$ cat config.mk
export PLATFORM = sky130hd
export DESIGN_NAME = ufd_endpoint_dma
export DESIGN_NICKNAME = d
export VERILOG_FILES = /design/src/design/ufd_pkg.sv /design/src/design/ufd_plug_detect.sv /design/src/design/ufd_endpoint_dma.sv
export SDC_FILE = /design/constraint.sdc
export NUM_CORES = 1
export LEC_CHECK = 0
export ABC_AREA = 1
export BUFFER_PORTS_ARGS = -buffer_cell sky130_fd_sc_hd__buf_4
export CAP_MARGIN = 20
export CORE_UTILIZATION = 25
export CTS_CLUSTER_SIZE = 12
export DETAILED_ROUTE_END_ITERATION = 8
export PLACE_DENSITY = 0.43
export SLEW_MARGIN = 5
export SYNTH_ARGS = -nofsm -noshare
export SYNTH_HDL_FRONTEND = slang
export SYNTH_SLANG_ARGS = --single-unit
export TNS_END_PERCENT = 20
$ cat constraint.sdc
create_clock -name core_clk -period 2.95 [get_ports core_clk]
set_input_delay 0.295 -clock core_clk [delete_from_list [all_inputs] [get_ports core_clk]]
set_output_delay 0.295 -clock core_clk [all_outputs]
set_load 0.02 [all_outputs]
$ cat src/design/ufd_pkg.sv
// Shared constants for the full-speed device endpoint and DMA request logic
package ufd_pkg;
  localparam int unsigned CLK_HZ = 125_000_000;
  localparam int unsigned LINE_BPS = 12_000_000;
  localparam int unsigned PLUG_TIME_US = 1000;
  localparam int unsigned PLUG_CYCLES = (PLUG_TIME_US * (CLK_HZ / 1_000_000)) + 1;
  localparam int unsigned NUM_EP = 4;
  localparam int unsigned EP0_FIFO_BYTES = 32;
  localparam int unsigned BULK_FIFO_BYTES = 64;
  localparam int unsigned ISO_FIFO_BYTES = 128;
  // Register byte addresses of the plain register port
  localparam logic [7:0] ADDR_EP_SELECT = 8'h00;
  localparam logic [7:0] ADDR_TX_MAXPKT = 8'h04;
  localparam logic [7:0] ADDR_TX_CTRL2 = 8'h08;
  localparam logic [7:0] ADDR_RX_MAXPKT = 8'h0C;
  localparam logic [7:0] ADDR_RX_CTRL2 = 8'h10;
  localparam logic [7:0] ADDR_PKT_STATUS = 8'h14;
  localparam logic [7:0] ADDR_RX_COUNT = 8'h18;
  localparam logic [7:0] ADDR_EVENTS = 8'h1C;
  localparam logic [7:0] ADDR_DMA_CTRL = 8'h20;
  localparam logic [7:0] ADDR_TOGGLE = 8'h24;
  // Control 2 bit positions
  localparam int unsigned RX_MODE_BIT = 4;
  localparam int unsigned RX_DMAEN_BIT = 5;
  localparam int unsigned RX_AUTOCLR_BIT = 7;
  localparam int unsigned TX_DMAEN_BIT = 4;
  localparam int unsigned TX_AUTOSET_BIT = 7;
  localparam int unsigned TX_ISO_BIT = 6;
  localparam int unsigned RX_ISO_BIT = 6;
  // DMA control word fields
  localparam int unsigned DMA_REQ_BIT = 0;
  localparam int unsigned DMA_DIR_BIT = 1;
  localparam int unsigned DMA_MODE_BIT = 2;
  localparam int unsigned DMA_EP_LSB = 4;
  // Events register bit positions, write one to clear
  localparam int unsigned EV_RX_BIT = 0;
  localparam int unsigned EV_TX_BIT = 4;
  localparam int unsigned EV_PLUG_BIT = 8;
  localparam int unsigned EV_SHORT_BIT = 9;
  localparam int unsigned EV_TOGERR_BIT = 10;
  localparam logic [7:0] RESET_BYTE = 8'h00;
  localparam logic [31:0] RESET_WORD = 32'h0000_0000;
  typedef enum logic [2:0] {
    UFD_LINE_IDLE = 3'b001,
    UFD_LINE_ATT = 3'b010,
    UFD_LINE_DET = 3'b100
  } ufd_line_t;
endpackage

$ cat src/design/ufd_plug_detect.sv
// Line state qualifier that reports attach and detach after a 1 ms hold
`timescale 1ns/1ns
module ufd_plug_detect (
  // Clock and reset
  input wire logic core_clk,
  input wire logic resetn,
  // Line pins, already synchronised
  input wire logic line_plus_sync,
  input wire logic line_minus_sync,
  input wire logic pullup_en,
  // Results
  output logic plug_pulse,
  output logic attached
);
  ufd_pkg::ufd_line_t cand_reg, cand_next;
  logic [17:0] hold_reg;
  logic fired_reg;
  logic attached_reg;
  wire is_att = pullup_en & line_plus_sync & ~line_minus_sync;
  wire is_det = line_plus_sync & line_minus_sync;
  wire hold_done = (hold_reg == 18'(ufd_pkg::PLUG_CYCLES));

  always_comb begin
    case (1'b1)
      is_att: cand_next = ufd_pkg::UFD_LINE_ATT;
      is_det: cand_next = ufd_pkg::UFD_LINE_DET;
      default: cand_next = ufd_pkg::UFD_LINE_IDLE;
    endcase
  end

  // A change of line state restarts the hold, so glitches never report
  always_ff @(posedge core_clk or negedge resetn) begin
    if (!resetn) begin
      cand_reg <= ufd_pkg::UFD_LINE_IDLE;
      hold_reg <= 18'h00000;
      fired_reg <= 1'b0;
      attached_reg <= 1'b0;
      plug_pulse <= 1'b0;
    end else begin
      cand_reg <= cand_next;
      plug_pulse <= 1'b0;
      if (cand_next != cand_reg || cand_next == ufd_pkg::UFD_LINE_IDLE) begin
        hold_reg <= 18'h00000;
        fired_reg <= 1'b0;
      end else if (!hold_done) begin
        hold_reg <= hold_reg + 18'h00001;
      end else if (!fired_reg) begin
        fired_reg <= 1'b1;
        plug_pulse <= 1'b1; // [RULE23] [RULE24]
        attached_reg <= (cand_reg == ufd_pkg::UFD_LINE_ATT);
      end
    end
  end
  assign attached = attached_reg;

  plug_hold_a: assert property (@(posedge core_clk) disable iff (!resetn) // [RULE23]
    plug_pulse |-> $past(hold_reg) == 18'(ufd_pkg::PLUG_CYCLES))
    else $error("plug event before 1 ms hold");
  plug_idle_a: assert property (@(posedge core_clk) disable iff (!resetn) // [RULE24]
    plug_pulse |-> $past(cand_reg) != ufd_pkg::UFD_LINE_IDLE)
    else $error("plug event from idle line");
  plug_seen_c: cover property (@(posedge core_clk) disable iff (!resetn) plug_pulse);
endmodule

$ cat src/design/ufd_endpoint_dma.sv
// Endpoint packet state, toggle tracking and DMA request logic of a full-speed device
// Notes on behaviour
// RULE1 - Acts as 12 Mbps full-speed function
// RULE2 - Four endpoints, one to three either direction
// RULE3 - Control FIFO 32, bulk FIFOs 64 bytes
// RULE4 - Isochronous FIFOs 128 bytes each way
// RULE5 - Track and check DATA0/DATA1 per endpoint
// RULE6 - Software moves DMA-width multiples only
// RULE7 - Software OUT mode clears control bits
// RULE8 - Interrupt per OUT packet, software starts DMA
// RULE9 - Software clears receive ready after DMA
// RULE10 - Software IN mode clears control bits
// RULE11 - Interrupt when IN FIFO free
// RULE12 - Software sets transmit ready after load
// RULE13 - Hardware OUT mode sets three control bits
// RULE14 - Hardware OUT auto-clears receive ready
// RULE15 - Short packet interrupts, no DMA request
// RULE16 - Software reads count, unloads short packet
// RULE17 - Software falls back before final partial
// RULE18 - Isochronous OUT DMA keeps mode bit clear
// RULE19 - DMA stops at buffer end, interrupts
// RULE20 - Hardware IN mode sets two control bits
// RULE21 - Hardware IN requests load, sets ready
// RULE22 - Software sets ready once after block
// RULE23 - D+ high D- low 1 ms: attached; the code also requires pullup_en high
// RULE24 - Both lines high 1 ms: detached
// RULE25 - DMA request only when enabled and ready
`timescale 1ns/1ns
module ufd_endpoint_dma (
  // Clock and reset
  input wire logic core_clk,
  input wire logic resetn,
  // Register port
  input wire logic [7:0] reg_addr,
  input wire logic [31:0] reg_wdata,
  input wire logic reg_wr,
  input wire logic reg_rd,
  output logic [31:0] reg_rdata,
  // Packet engine side: one pulse per good packet, with its size and PID toggle
  input wire logic rx_done,
  input wire logic [1:0] rx_ep,
  input wire logic [7:0] rx_len,
  input wire logic rx_data1,
  input wire logic tx_sent,
  input wire logic [1:0] tx_ep,
  output logic [3:0] rx_accept,
  output logic [3:0] tx_data1,
  // DMA controller side
  input wire logic [3:0] dma_done,
  output logic [3:0] dma_req,
  output logic [3:0] dma_dir_in,
  // Line pins and pull-up enable
  input wire logic line_plus_pin,
  input wire logic line_minus_pin,
  input wire logic pullup_en,
  // Status
  output logic irq,
  output logic attached
);
  // Link runs at 12 Mbps; the bit engine outside uses this ratio [RULE1]
  localparam int unsigned BIT_DIV = ufd_pkg::CLK_HZ / ufd_pkg::LINE_BPS;

  // Endpoint zero has a 32-byte FIFO; others 64 bulk or 128 iso [RULE2] [RULE3] [RULE4]
  function automatic logic [7:0] fifo_cap(input logic [1:0] ep, input logic iso);
    if (ep == 2'd0)
      fifo_cap = 8'(ufd_pkg::EP0_FIFO_BYTES);
    else if (iso)
      fifo_cap = 8'(ufd_pkg::ISO_FIFO_BYTES);
    else
      fifo_cap = 8'(ufd_pkg::BULK_FIFO_BYTES);
  endfunction

  function automatic logic hit(input logic [7:0] a, input logic [7:0] r);
    hit = (a == r);
  endfunction

  ////////////////////////////////////////////////////////////////////////
  logic [1:0] sel_reg;
  logic [7:0] tx_max_reg [4];
  logic [7:0] rx_max_reg [4];
  logic [7:0] tx_ctl2_reg [4];
  logic [7:0] rx_ctl2_reg [4];
  logic [7:0] rx_cnt_reg [4];
  logic [3:0] rx_rdy_reg, tx_rdy_reg, rx_tog_reg, tx_tog_reg;
  logic [3:0] ev_rx_reg, ev_tx_reg;
  logic ev_plug_reg, ev_short_reg, ev_togerr_reg;
  logic [7:0] dma_word_reg;
  logic [31:0] rdata_reg;
  logic [3:0] dma_req_reg, rx_acc_reg;
  logic irq_reg;
  logic plus_s1, plus_s2, minus_s1, minus_s2;
  logic plug_pulse;

  // Pins cross into core_clk through two flops
  always_ff @(posedge core_clk or negedge resetn) begin
    if (!resetn) begin
      plus_s1 <= 1'b0;
      plus_s2 <= 1'b0;
      minus_s1 <= 1'b0;
      minus_s2 <= 1'b0;
    end else begin
      plus_s1 <= line_plus_pin;
      plus_s2 <= plus_s1;
      minus_s1 <= line_minus_pin;
      minus_s2 <= minus_s1;
    end
  end

  ufd_plug_detect u_plug (
    .core_clk(core_clk),
    .resetn(resetn),
    .line_plus_sync(plus_s2),
    .line_minus_sync(minus_s2),
    .pullup_en(pullup_en),
    .plug_pulse(plug_pulse),
    .attached(attached)
  );

  ////////////////////////////////////////////////////////////////////////
  // Decode
  wire wr_sel = reg_wr & hit(reg_addr, ufd_pkg::ADDR_EP_SELECT);
  wire wr_txmax = reg_wr & hit(reg_addr, ufd_pkg::ADDR_TX_MAXPKT);
  wire wr_txc2 = reg_wr & hit(reg_addr, ufd_pkg::ADDR_TX_CTRL2);
  wire wr_rxmax = reg_wr & hit(reg_addr, ufd_pkg::ADDR_RX_MAXPKT);
  wire wr_rxc2 = reg_wr & hit(reg_addr, ufd_pkg::ADDR_RX_CTRL2);
  wire wr_stat = reg_wr & hit(reg_addr, ufd_pkg::ADDR_PKT_STATUS);
  wire wr_ev = reg_wr & hit(reg_addr, ufd_pkg::ADDR_EVENTS);
  wire wr_dma = reg_wr & hit(reg_addr, ufd_pkg::ADDR_DMA_CTRL);
  wire wr_tog = reg_wr & hit(reg_addr, ufd_pkg::ADDR_TOGGLE);
  wire [1:0] dma_ep = dma_word_reg[ufd_pkg::DMA_EP_LSB +: 2];
  wire dma_sw_go = dma_word_reg[ufd_pkg::DMA_REQ_BIT] & ~dma_word_reg[ufd_pkg::DMA_MODE_BIT];
  wire dma_hw = dma_word_reg[ufd_pkg::DMA_MODE_BIT];
  wire dma_in = dma_word_reg[ufd_pkg::DMA_DIR_BIT];
  wire [3:0] tx_pkt = {3'h0, tx_sent} << tx_ep;
  // Toggle check: a repeated PID means the host missed our handshake [RULE5]
  wire tog_ok = (rx_data1 == rx_tog_reg[rx_ep]);
  wire rx_room = ~rx_rdy_reg[rx_ep]
                 & (rx_len <= fifo_cap(rx_ep, rx_ctl2_reg[rx_ep][ufd_pkg::RX_ISO_BIT]));
  wire rx_take = rx_done & rx_room & tog_ok;
  wire [3:0] rx_take_oh = {3'h0, rx_take} << rx_ep;
  wire rx_short = rx_take & (rx_len < rx_max_reg[rx_ep]);

  logic [3:0] rx_hw, tx_hw, req_next, rx_clr, tx_set;
  always_comb begin
    for (int i = 0; i < ufd_pkg::NUM_EP; i++) begin
      rx_hw[i] = rx_ctl2_reg[i][ufd_pkg::RX_DMAEN_BIT] & rx_ctl2_reg[i][ufd_pkg::RX_MODE_BIT]
                 & rx_ctl2_reg[i][ufd_pkg::RX_AUTOCLR_BIT];
      tx_hw[i] = tx_ctl2_reg[i][ufd_pkg::TX_DMAEN_BIT] & tx_ctl2_reg[i][ufd_pkg::TX_AUTOSET_BIT];
      // Only full packets stand for hardware unload; short ones stay for software [RULE15]
      req_next[i] = (rx_hw[i] & rx_rdy_reg[i] & (rx_cnt_reg[i] == rx_max_reg[i])
                    & dma_hw & ~dma_in & (dma_ep == 2'(i)))
                  | (tx_hw[i] & ~tx_rdy_reg[i] & dma_hw & dma_in & (dma_ep == 2'(i)))
                  | (dma_sw_go & (dma_ep == 2'(i))
                    & (dma_in ? ~tx_rdy_reg[i] : rx_rdy_reg[i])); // [RULE25] [RULE8] [RULE11]
      rx_clr[i] = dma_done[i] & rx_hw[i] & ~dma_in; // [RULE14]
      tx_set[i] = dma_done[i] & tx_hw[i] & dma_in; // [RULE21]
    end
  end

  ////////////////////////////////////////////////////////////////////////
  // Per-endpoint state
  always_ff @(posedge core_clk or negedge resetn) begin
    if (!resetn) begin
      sel_reg <= 2'h0;
      for (int i = 0; i < ufd_pkg::NUM_EP; i++) begin
        tx_max_reg[i] <= ufd_pkg::RESET_BYTE;
        rx_max_reg[i] <= ufd_pkg::RESET_BYTE;
        tx_ctl2_reg[i] <= ufd_pkg::RESET_BYTE;
        rx_ctl2_reg[i] <= ufd_pkg::RESET_BYTE;
        rx_cnt_reg[i] <= ufd_pkg::RESET_BYTE;
      end
    end else begin
      if (wr_sel)
        sel_reg <= reg_wdata[1:0];
      if (wr_txmax)
        tx_max_reg[sel_reg] <= reg_wdata[7:0];
      if (wr_rxmax)
        rx_max_reg[sel_reg] <= reg_wdata[7:0];
      if (wr_txc2)
        tx_ctl2_reg[sel_reg] <= reg_wdata[7:0];
      if (wr_rxc2)
        rx_ctl2_reg[sel_reg] <= reg_wdata[7:0];
      if (rx_take)
        rx_cnt_reg[rx_ep] <= rx_len;
    end
  end

  // Ready bits: hardware set wins over software clear
  always_ff @(posedge core_clk or negedge resetn) begin
    if (!resetn) begin
      rx_rdy_reg <= 4'h0;
      tx_rdy_reg <= 4'h0;
      rx_tog_reg <= 4'h0;
      tx_tog_reg <= 4'h0;
    end else begin
      rx_rdy_reg <= ((rx_rdy_reg & ~rx_clr) & ~(wr_stat ? reg_wdata[3:0] : 4'h0))
                    | rx_take_oh;
      tx_rdy_reg <= ((tx_rdy_reg & ~tx_pkt) | tx_set | (wr_stat ? reg_wdata[7:4] : 4'h0));
      rx_tog_reg <= (rx_tog_reg ^ rx_take_oh) & ~(wr_tog ? reg_wdata[3:0] : 4'h0); // [RULE5]
      tx_tog_reg <= (tx_tog_reg ^ tx_pkt) & ~(wr_tog ? reg_wdata[7:4] : 4'h0);
    end
  end

  ////////////////////////////////////////////////////////////////////////
  // Events, write one to clear, set wins
  wire [31:0] ev_clr = wr_ev ? reg_wdata : 32'h0000_0000;
  always_ff @(posedge core_clk or negedge resetn) begin
    if (!resetn) begin
      ev_rx_reg <= 4'h0;
      ev_tx_reg <= 4'h0;
      ev_plug_reg <= 1'b0;
      ev_short_reg <= 1'b0;
      ev_togerr_reg <= 1'b0;
    end else begin
      // Every accepted packet flags in software mode, only short ones in hardware mode [RULE8] [RULE15]
      ev_rx_reg <= (ev_rx_reg & ~ev_clr[3:0]) | (rx_take_oh & ~(rx_hw & ~{4{rx_short}}));
      ev_tx_reg <= (ev_tx_reg & ~ev_clr[7:4]) | (tx_pkt & ~tx_hw); // [RULE11]
      ev_plug_reg <= (ev_plug_reg & ~ev_clr[ufd_pkg::EV_PLUG_BIT]) | plug_pulse;
      ev_short_reg <= (ev_short_reg & ~ev_clr[ufd_pkg::EV_SHORT_BIT])
                      | (rx_short & rx_hw[rx_ep]); // [RULE15]
      ev_togerr_reg <= (ev_togerr_reg & ~ev_clr[ufd_pkg::EV_TOGERR_BIT]) | (rx_done & ~tog_ok);
    end
  end

  wire [31:0] ev_word = {21'h0, ev_togerr_reg, ev_short_reg, ev_plug_reg, ev_tx_reg, ev_rx_reg};

  // DMA control word and outputs
  always_ff @(posedge core_clk or negedge resetn) begin
    if (!resetn) begin
      dma_word_reg <= ufd_pkg::RESET_BYTE;
      dma_req_reg <= 4'h0;
      rx_acc_reg <= 4'h0;
      irq_reg <= 1'b0;
    end else begin
      if (wr_dma)
        dma_word_reg <= reg_wdata[7:0];
      else if (dma_sw_go && (dma_done != 4'h0))
        dma_word_reg[ufd_pkg::DMA_REQ_BIT] <= 1'b0;
      dma_req_reg <= req_next & ~dma_done; // [RULE25]
      rx_acc_reg <= ~rx_rdy_reg;
      irq_reg <= (ev_word != 32'h0000_0000);
    end
  end

  ////////////////////////////////////////////////////////////////////////
  // Read mux
  logic [31:0] rd_mux;
  always_comb begin
    case (reg_addr)
      ufd_pkg::ADDR_EP_SELECT: rd_mux = {30'h0, sel_reg};
      ufd_pkg::ADDR_TX_MAXPKT: rd_mux = {24'h0, tx_max_reg[sel_reg]};
      ufd_pkg::ADDR_TX_CTRL2: rd_mux = {24'h0, tx_ctl2_reg[sel_reg]};
      ufd_pkg::ADDR_RX_MAXPKT: rd_mux = {24'h0, rx_max_reg[sel_reg]};
      ufd_pkg::ADDR_RX_CTRL2: rd_mux = {24'h0, rx_ctl2_reg[sel_reg]};
      ufd_pkg::ADDR_PKT_STATUS: rd_mux = {24'h0, tx_rdy_reg, rx_rdy_reg};
      ufd_pkg::ADDR_RX_COUNT: rd_mux = {24'h0, rx_cnt_reg[sel_reg]};
      ufd_pkg::ADDR_EVENTS: rd_mux = ev_word;
      ufd_pkg::ADDR_DMA_CTRL: rd_mux = {24'h0, dma_word_reg};
      ufd_pkg::ADDR_TOGGLE: rd_mux = {23'h0, attached, tx_tog_reg, rx_tog_reg};
      default: rd_mux = ufd_pkg::RESET_WORD;
    endcase
  end
  always_ff @(posedge core_clk or negedge resetn) begin
    if (!resetn)
      rdata_reg <= ufd_pkg::RESET_WORD;
    else
      rdata_reg <= reg_rd ? rd_mux : ufd_pkg::RESET_WORD;
  end

  assign reg_rdata = rdata_reg;
  assign dma_req = dma_req_reg;
  assign dma_dir_in = {4{dma_in}};
  assign rx_accept = rx_acc_reg;
  assign tx_data1 = tx_tog_reg;
  assign irq = irq_reg;

  ////////////////////////////////////////////////////////////////////////
  req_cause_a: assert property (@(posedge core_clk) disable iff (!resetn) // [RULE25]
    (dma_req & ~$past(rx_hw | tx_hw | {4{dma_sw_go}})) == 4'h0)
    else $error("DMA request with DMA disabled");
  short_noreq_a: assert property (@(posedge core_clk) disable iff (!resetn) // [RULE15]
    (rx_short && rx_hw[rx_ep] && !dma_sw_go) |=> ##1 !dma_req[$past(rx_ep, 2)])
    else $error("short packet raised DMA request");
  auto_clr_a: assert property (@(posedge core_clk) disable iff (!resetn) // [RULE14]
    (rx_clr & ~rx_take_oh) != 4'h0 |=> (rx_rdy_reg & $past(rx_clr & ~rx_take_oh)) == 4'h0)
    else $error("receive ready not auto-cleared");
  auto_set_a: assert property (@(posedge core_clk) disable iff (!resetn) // [RULE21]
    tx_set != 4'h0 |=> (tx_rdy_reg & $past(tx_set)) == $past(tx_set))
    else $error("transmit ready not auto-set");
  toggle_flip_a: assert property (@(posedge core_clk) disable iff (!resetn) // [RULE5]
    (rx_take && rx_ep == 2'd3 && !wr_tog) |=> rx_tog_reg[3] != $past(rx_tog_reg[3]))
    else $error("toggle did not flip");
  toggle_err_a: assert property (@(posedge core_clk) disable iff (!resetn) // [RULE5]
    (rx_done && !tog_ok) |=> ev_togerr_reg && $stable(rx_tog_reg))
    else $error("repeated packet not flagged");
  sw_rx_event_a: assert property (@(posedge core_clk) disable iff (!resetn) // [RULE8]
    (rx_take && !rx_hw[rx_ep]) |=> ev_rx_reg[$past(rx_ep)] ##1 irq)
    else $error("software OUT packet not signalled");
  sw_tx_event_a: assert property (@(posedge core_clk) disable iff (!resetn) // [RULE11]
    (tx_sent && !tx_hw[tx_ep]) |=> ev_tx_reg[$past(tx_ep)])
    else $error("free IN FIFO not signalled");
  ep0_cap_a: assert property (@(posedge core_clk) disable iff (!resetn) // [RULE3]
    (rx_done && rx_ep == 2'd0 && rx_len > 8'h20) |-> !rx_take)
    else $error("control FIFO overflowed");
  iso_cap_a: assert property (@(posedge core_clk) disable iff (!resetn) // [RULE4]
    (rx_done && rx_ep != 2'd0 && rx_len > 8'h80) |-> !rx_take)
    else $error("isochronous FIFO overflowed");
  hw_out_c: cover property (@(posedge core_clk) disable iff (!resetn) rx_clr != 4'h0);
  hw_in_c: cover property (@(posedge core_clk) disable iff (!resetn) tx_set != 4'h0);
  short_c: cover property (@(posedge core_clk) disable iff (!resetn) rx_short && rx_hw[rx_ep]);
  sw_dma_c: cover property (@(posedge core_clk) disable iff (!resetn) dma_sw_go && dma_req != 4'h0);
endmodule

==> results.sh <==
export IMPL_start_kind="flip-flop"
export IMPL_crit_required_ns=3.45
export IMPL_drc=0
export IMPL_cts_max_level=1
export IMPL_start_util_pct=25.45
export IMPL_ioPinCount=116
export IMPL_synth_distinct_cells=47
export IMPL_synth_async_reset_ratio_pct=100.0
export IMPL_drt_iter0_drc=1061
export IMPL_critPathKind="flip-flop to flip-flop"
export IMPL_rows=80
export IMPL_crit_start="rx_ctl2_reg[6]"
export IMPL_fin_nets=1697
export IMPL_crit_end="rx_cnt_reg[29]"
export IMPL_synth_flop_cell="dfrtp_1"
export IMPL_synth_most_common_cell="nand2_1"
export IMPL_grt_pass1_vias=10540
export IMPL_report_final_hold_viol_count=0
export IMPL_slew_headroom_pct=32.29
export IMPL_worstPathMaxFanout=16
export IMPL_num_antenna_cells=0
export IMPL_finalNonFillerCells=2258
export IMPL_hold_path_class="input port to flip-flop"
export IMPL_rrSetupSlack_ns=0.31
export IMPL_cts_tree="yes"
export IMPL_final_max_slew_viol_count=0
export IMPL_worstReg2RegEnd="rx_cnt_reg[29]"
export IMPL_synthCells=1529
export IMPL_fin_skew_ns=0.01070
export IMPL_routed_via_density=4.789
export IMPL_cap_viol_max_count=0
export IMPL_pwr_share_seq_pct=43.5
export IMPL_syn_cell_area_sq_um=12180
export IMPL_grt_max_degree=76
export IMPL_end_kind="flip-flop"
export IMPL_cts_buffers=29
export IMPL_syn2layout_area_growth_pct=20.90
export IMPL_swShare_pct=27.29
export IMPL_synth_common_cells="nand2_1 (493), dfrtp_1 (244), o21ai_0 (189)"
export IMPL_core_area_sq_um=47850
export IMPL_yosysTopAreaCell="dfrtp_1"
export IMPL_synth_seq_area_share_pct=50.35
export IMPL_io_buffers=73
export IMPL_routedWlPerCell_um=19.97
export IMPL_synth_edf_count=0
export IMPL_drt_first_pass_iters=5
export IMPL_grt_pass1_wl_mm=68.37
export IMPL_synth_area_leaders="dfrtp_1 (50%), nand2_1 (15%), o21ai_0 (7.8%)"
export IMPL_avgSynthCellArea_sq_um=7.965
export IMPL_p_total_w=0.008662
export IMPL_gp_congestion=0.8886
export IMPL_routed_via_count=10810
export IMPL_cts_sinks=245
export IMPL_synth_warnings=0
export IMPL_fin_tns_setup_ns=0
export IMPL_powerDensity_nw_per_um2=588.3
export IMPL_clk_pin_slew_ns=0.07
export IMPL_detail_route_antenna_nets=0
export IMPL_worstMarginPinSlew_ns=1.015
export IMPL_cts_setup_buffers=0
export IMPL_stdcell_area_sq_um=14720
export IMPL_r2r_start="rx_ctl2_reg[6]"
export IMPL_dp_hpwl_mm=32.46
export IMPL_clkLatencyLatePin_ns=0.57
export IMPL_n_fill_cell=5108
export IMPL_leakagePower_nw=6.726
export IMPL_cts_root_buf="clkbuf_16"
export IMPL_setup_viol=0
export IMPL_worstPathArrival_ns=3.14
export IMPL_outcome="finished, final reports clean"
export IMPL_period_share_pct=89.51
export IMPL_drive_gt1_share_pct=10.71
export IMPL_rsz0062_at_grt="false"
export IMPL_post_route_min_period_ns=2.641
export IMPL_synth_top_cell_area_share_pct=50.14
export IMPL_ff2ff_path_depth=14
export IMPL_whs_ns=0.01691
export IMPL_ys_seq_elements=245
export IMPL_switchingPower_w=0.002364
export IMPL_clock_fmax_mhz=378.7
export IMPL_dieArea_sq_um=49600
export IMPL_peakVddDrop_mv=0.4764
export IMPL_gr_total_overflow=0
export IMPL_dieHeight_um=222.7
export IMPL_p_clk_share_pct=45.3
export IMPL_grt_total_usage_pct=18.26
export IMPL_p_int_w=0.006298
export IMPL_routed_wl_mm=45.09
export IMPL_comb_power_share_pct=11.1
export IMPL_fp_dieW_um=222.7
export IMPL_dpl_cell_area_sq_um=13520
export IMPL_grt_antenna_before_repair=0
export IMPL_placedCellCount=2188
export IMPL_clock_path_buffers=3
-- kinds of logic (layout without fill, tap and decap cells) --
| logic type | after synthesis | in the layout | synth area share (%) |
|---|---|---|---|
| adder cells (fa/ha/maj) | 11 | 11 | 1.130 |
| AO/OA/AOI/OAI | 348 | 348 | 16.12 |
| XOR/XNOR | 19 | 19 | 1.366 |
| flip-flops | 245 | 245 | 50.35 |
| AND/OR/NAND/NOR | 681 | 681 | 23.10 |
| other | 1 | 21 | 0.03079 |
| buffers and inverters | 224 | 318 | 7.901 |
-- metal layers --
| layer | global-route usage [%] | vias to the layer above | wire length, um |
|---|---|---|---|
| li1 | - | 5197 | - |
| met1 | 25.94 | 5258 | 21150 |
| met2 | 29.29 | 301 | 20710 |
| met3 | 2.301 | 58 | 2211 |
| met4 | 4.494 | 0 | 1017 |
| met5 | 0 | - | 0 |
-- cells in the final DEF (no fill, tap or decap), types with 8 or more instances in the layout --
| cell type | instances |
|---|---|
| a21oi_1 | 40 |
| a221oi_1 | 8 |
| a22oi_1 | 17 |
| buf_12 | 8 |
| buf_4 | 98 |
| clkbuf_16 | 29 |
| clkbuf_8 | 10 |
| conb_1 | 21 |
| dfrtp_1 | 244 |
| dlygate4sd3_1 | 16 |
| ha_1 | 11 |
| inv_1 | 136 |
| nand2_1 | 493 |
| nand3_1 | 40 |
| nand4_1 | 29 |
| nor2_1 | 75 |
| nor3_1 | 18 |
| o2111ai_1 | 13 |
| o211ai_1 | 9 |
| o21ai_0 | 189 |
| o21ai_1 | 35 |
| o22ai_1 | 16 |
| xor2_1 | 18 |
-- worst min-delay path by stage --
stage / slack, ns / to / from / cells after the start
2_1_floorplan: -0.0006 / dma_req[0] / resetn / 0
3_3_place_gp: 0.33 / dma_req[0] / resetn / 1
3_5_place_dp: 0.32 / rx_accept[2] / resetn / 1
4_1_cts: 0.004 / rx_cnt_reg[3] / rx_len[3] / 3
5_1_grt: 0.02 / rx_cnt_reg[9] / rx_len[1] / 3
6_report: 0.02 / rx_cnt_reg[11] / rx_len[3] / 3
-- per-stage QoR --
step / util [%] / setup WS [ns]
finish: 30.77 / 0.3094
global route: 30.77 / 0.02628
CTS: 30.77 / 0.3126
detailed placement: 28.25 / 0.2372
global placement: 28.25 / 0.2143
floorplan: - / 0.6507
-- critical path: stages (launching register included) --
cell	delay, ns
dfrtp_1	0.38
inv_1	0.16
nor2_1	0.07
a221oi_1	0.27
nand2_1	0.09
ha_1	0.29
nand2_1	0.04
a21oi_1	0.14
nand2_1	0.07
o21ai_1	0.13
nand3_4	0.29
nor2_4	0.21
buf_4	0.23
nor2_1	0.06
a21oi_1	0.11
-- layout make-up --
class                           count  area (sq um)  share of cell area, %
Tap cell                          615         769.5                  5.226
Multi-Input combinational cell   1080          5174                  35.14
Timing Repair Buffer              123          1071                  7.275
Clock inverter                     12         172.7                  1.173
Inverter                          141         529.3                  3.595
Sequential cell                   245          6132                  41.65
Clock buffer                       42         874.6                  5.940
-- timing repair --
item	in CTS	in global routing
hold endpoints to repair	82	0
hold buffers	16	0
resized for setup	0	0
-- power groups by stage --
| stage | registers [W] | clock network (W) | logic, W |
|---|---|---|---|
| final | 0.00377 | 0.00393 | 0.000965 |
| after global routing | 0.00379 | 0.00415 | 0.00107 |
| after CTS | 0.00377 | 0.00402 | 0.000974 |
| after detailed placement | 0.00382 | 0 | 0.000954 |
| after global placement | 0.00382 | 0 | 0.000940 |
| after floorplan | 0.00378 | 0 | 0.000515 |
(Power assumes the default switching activity.)
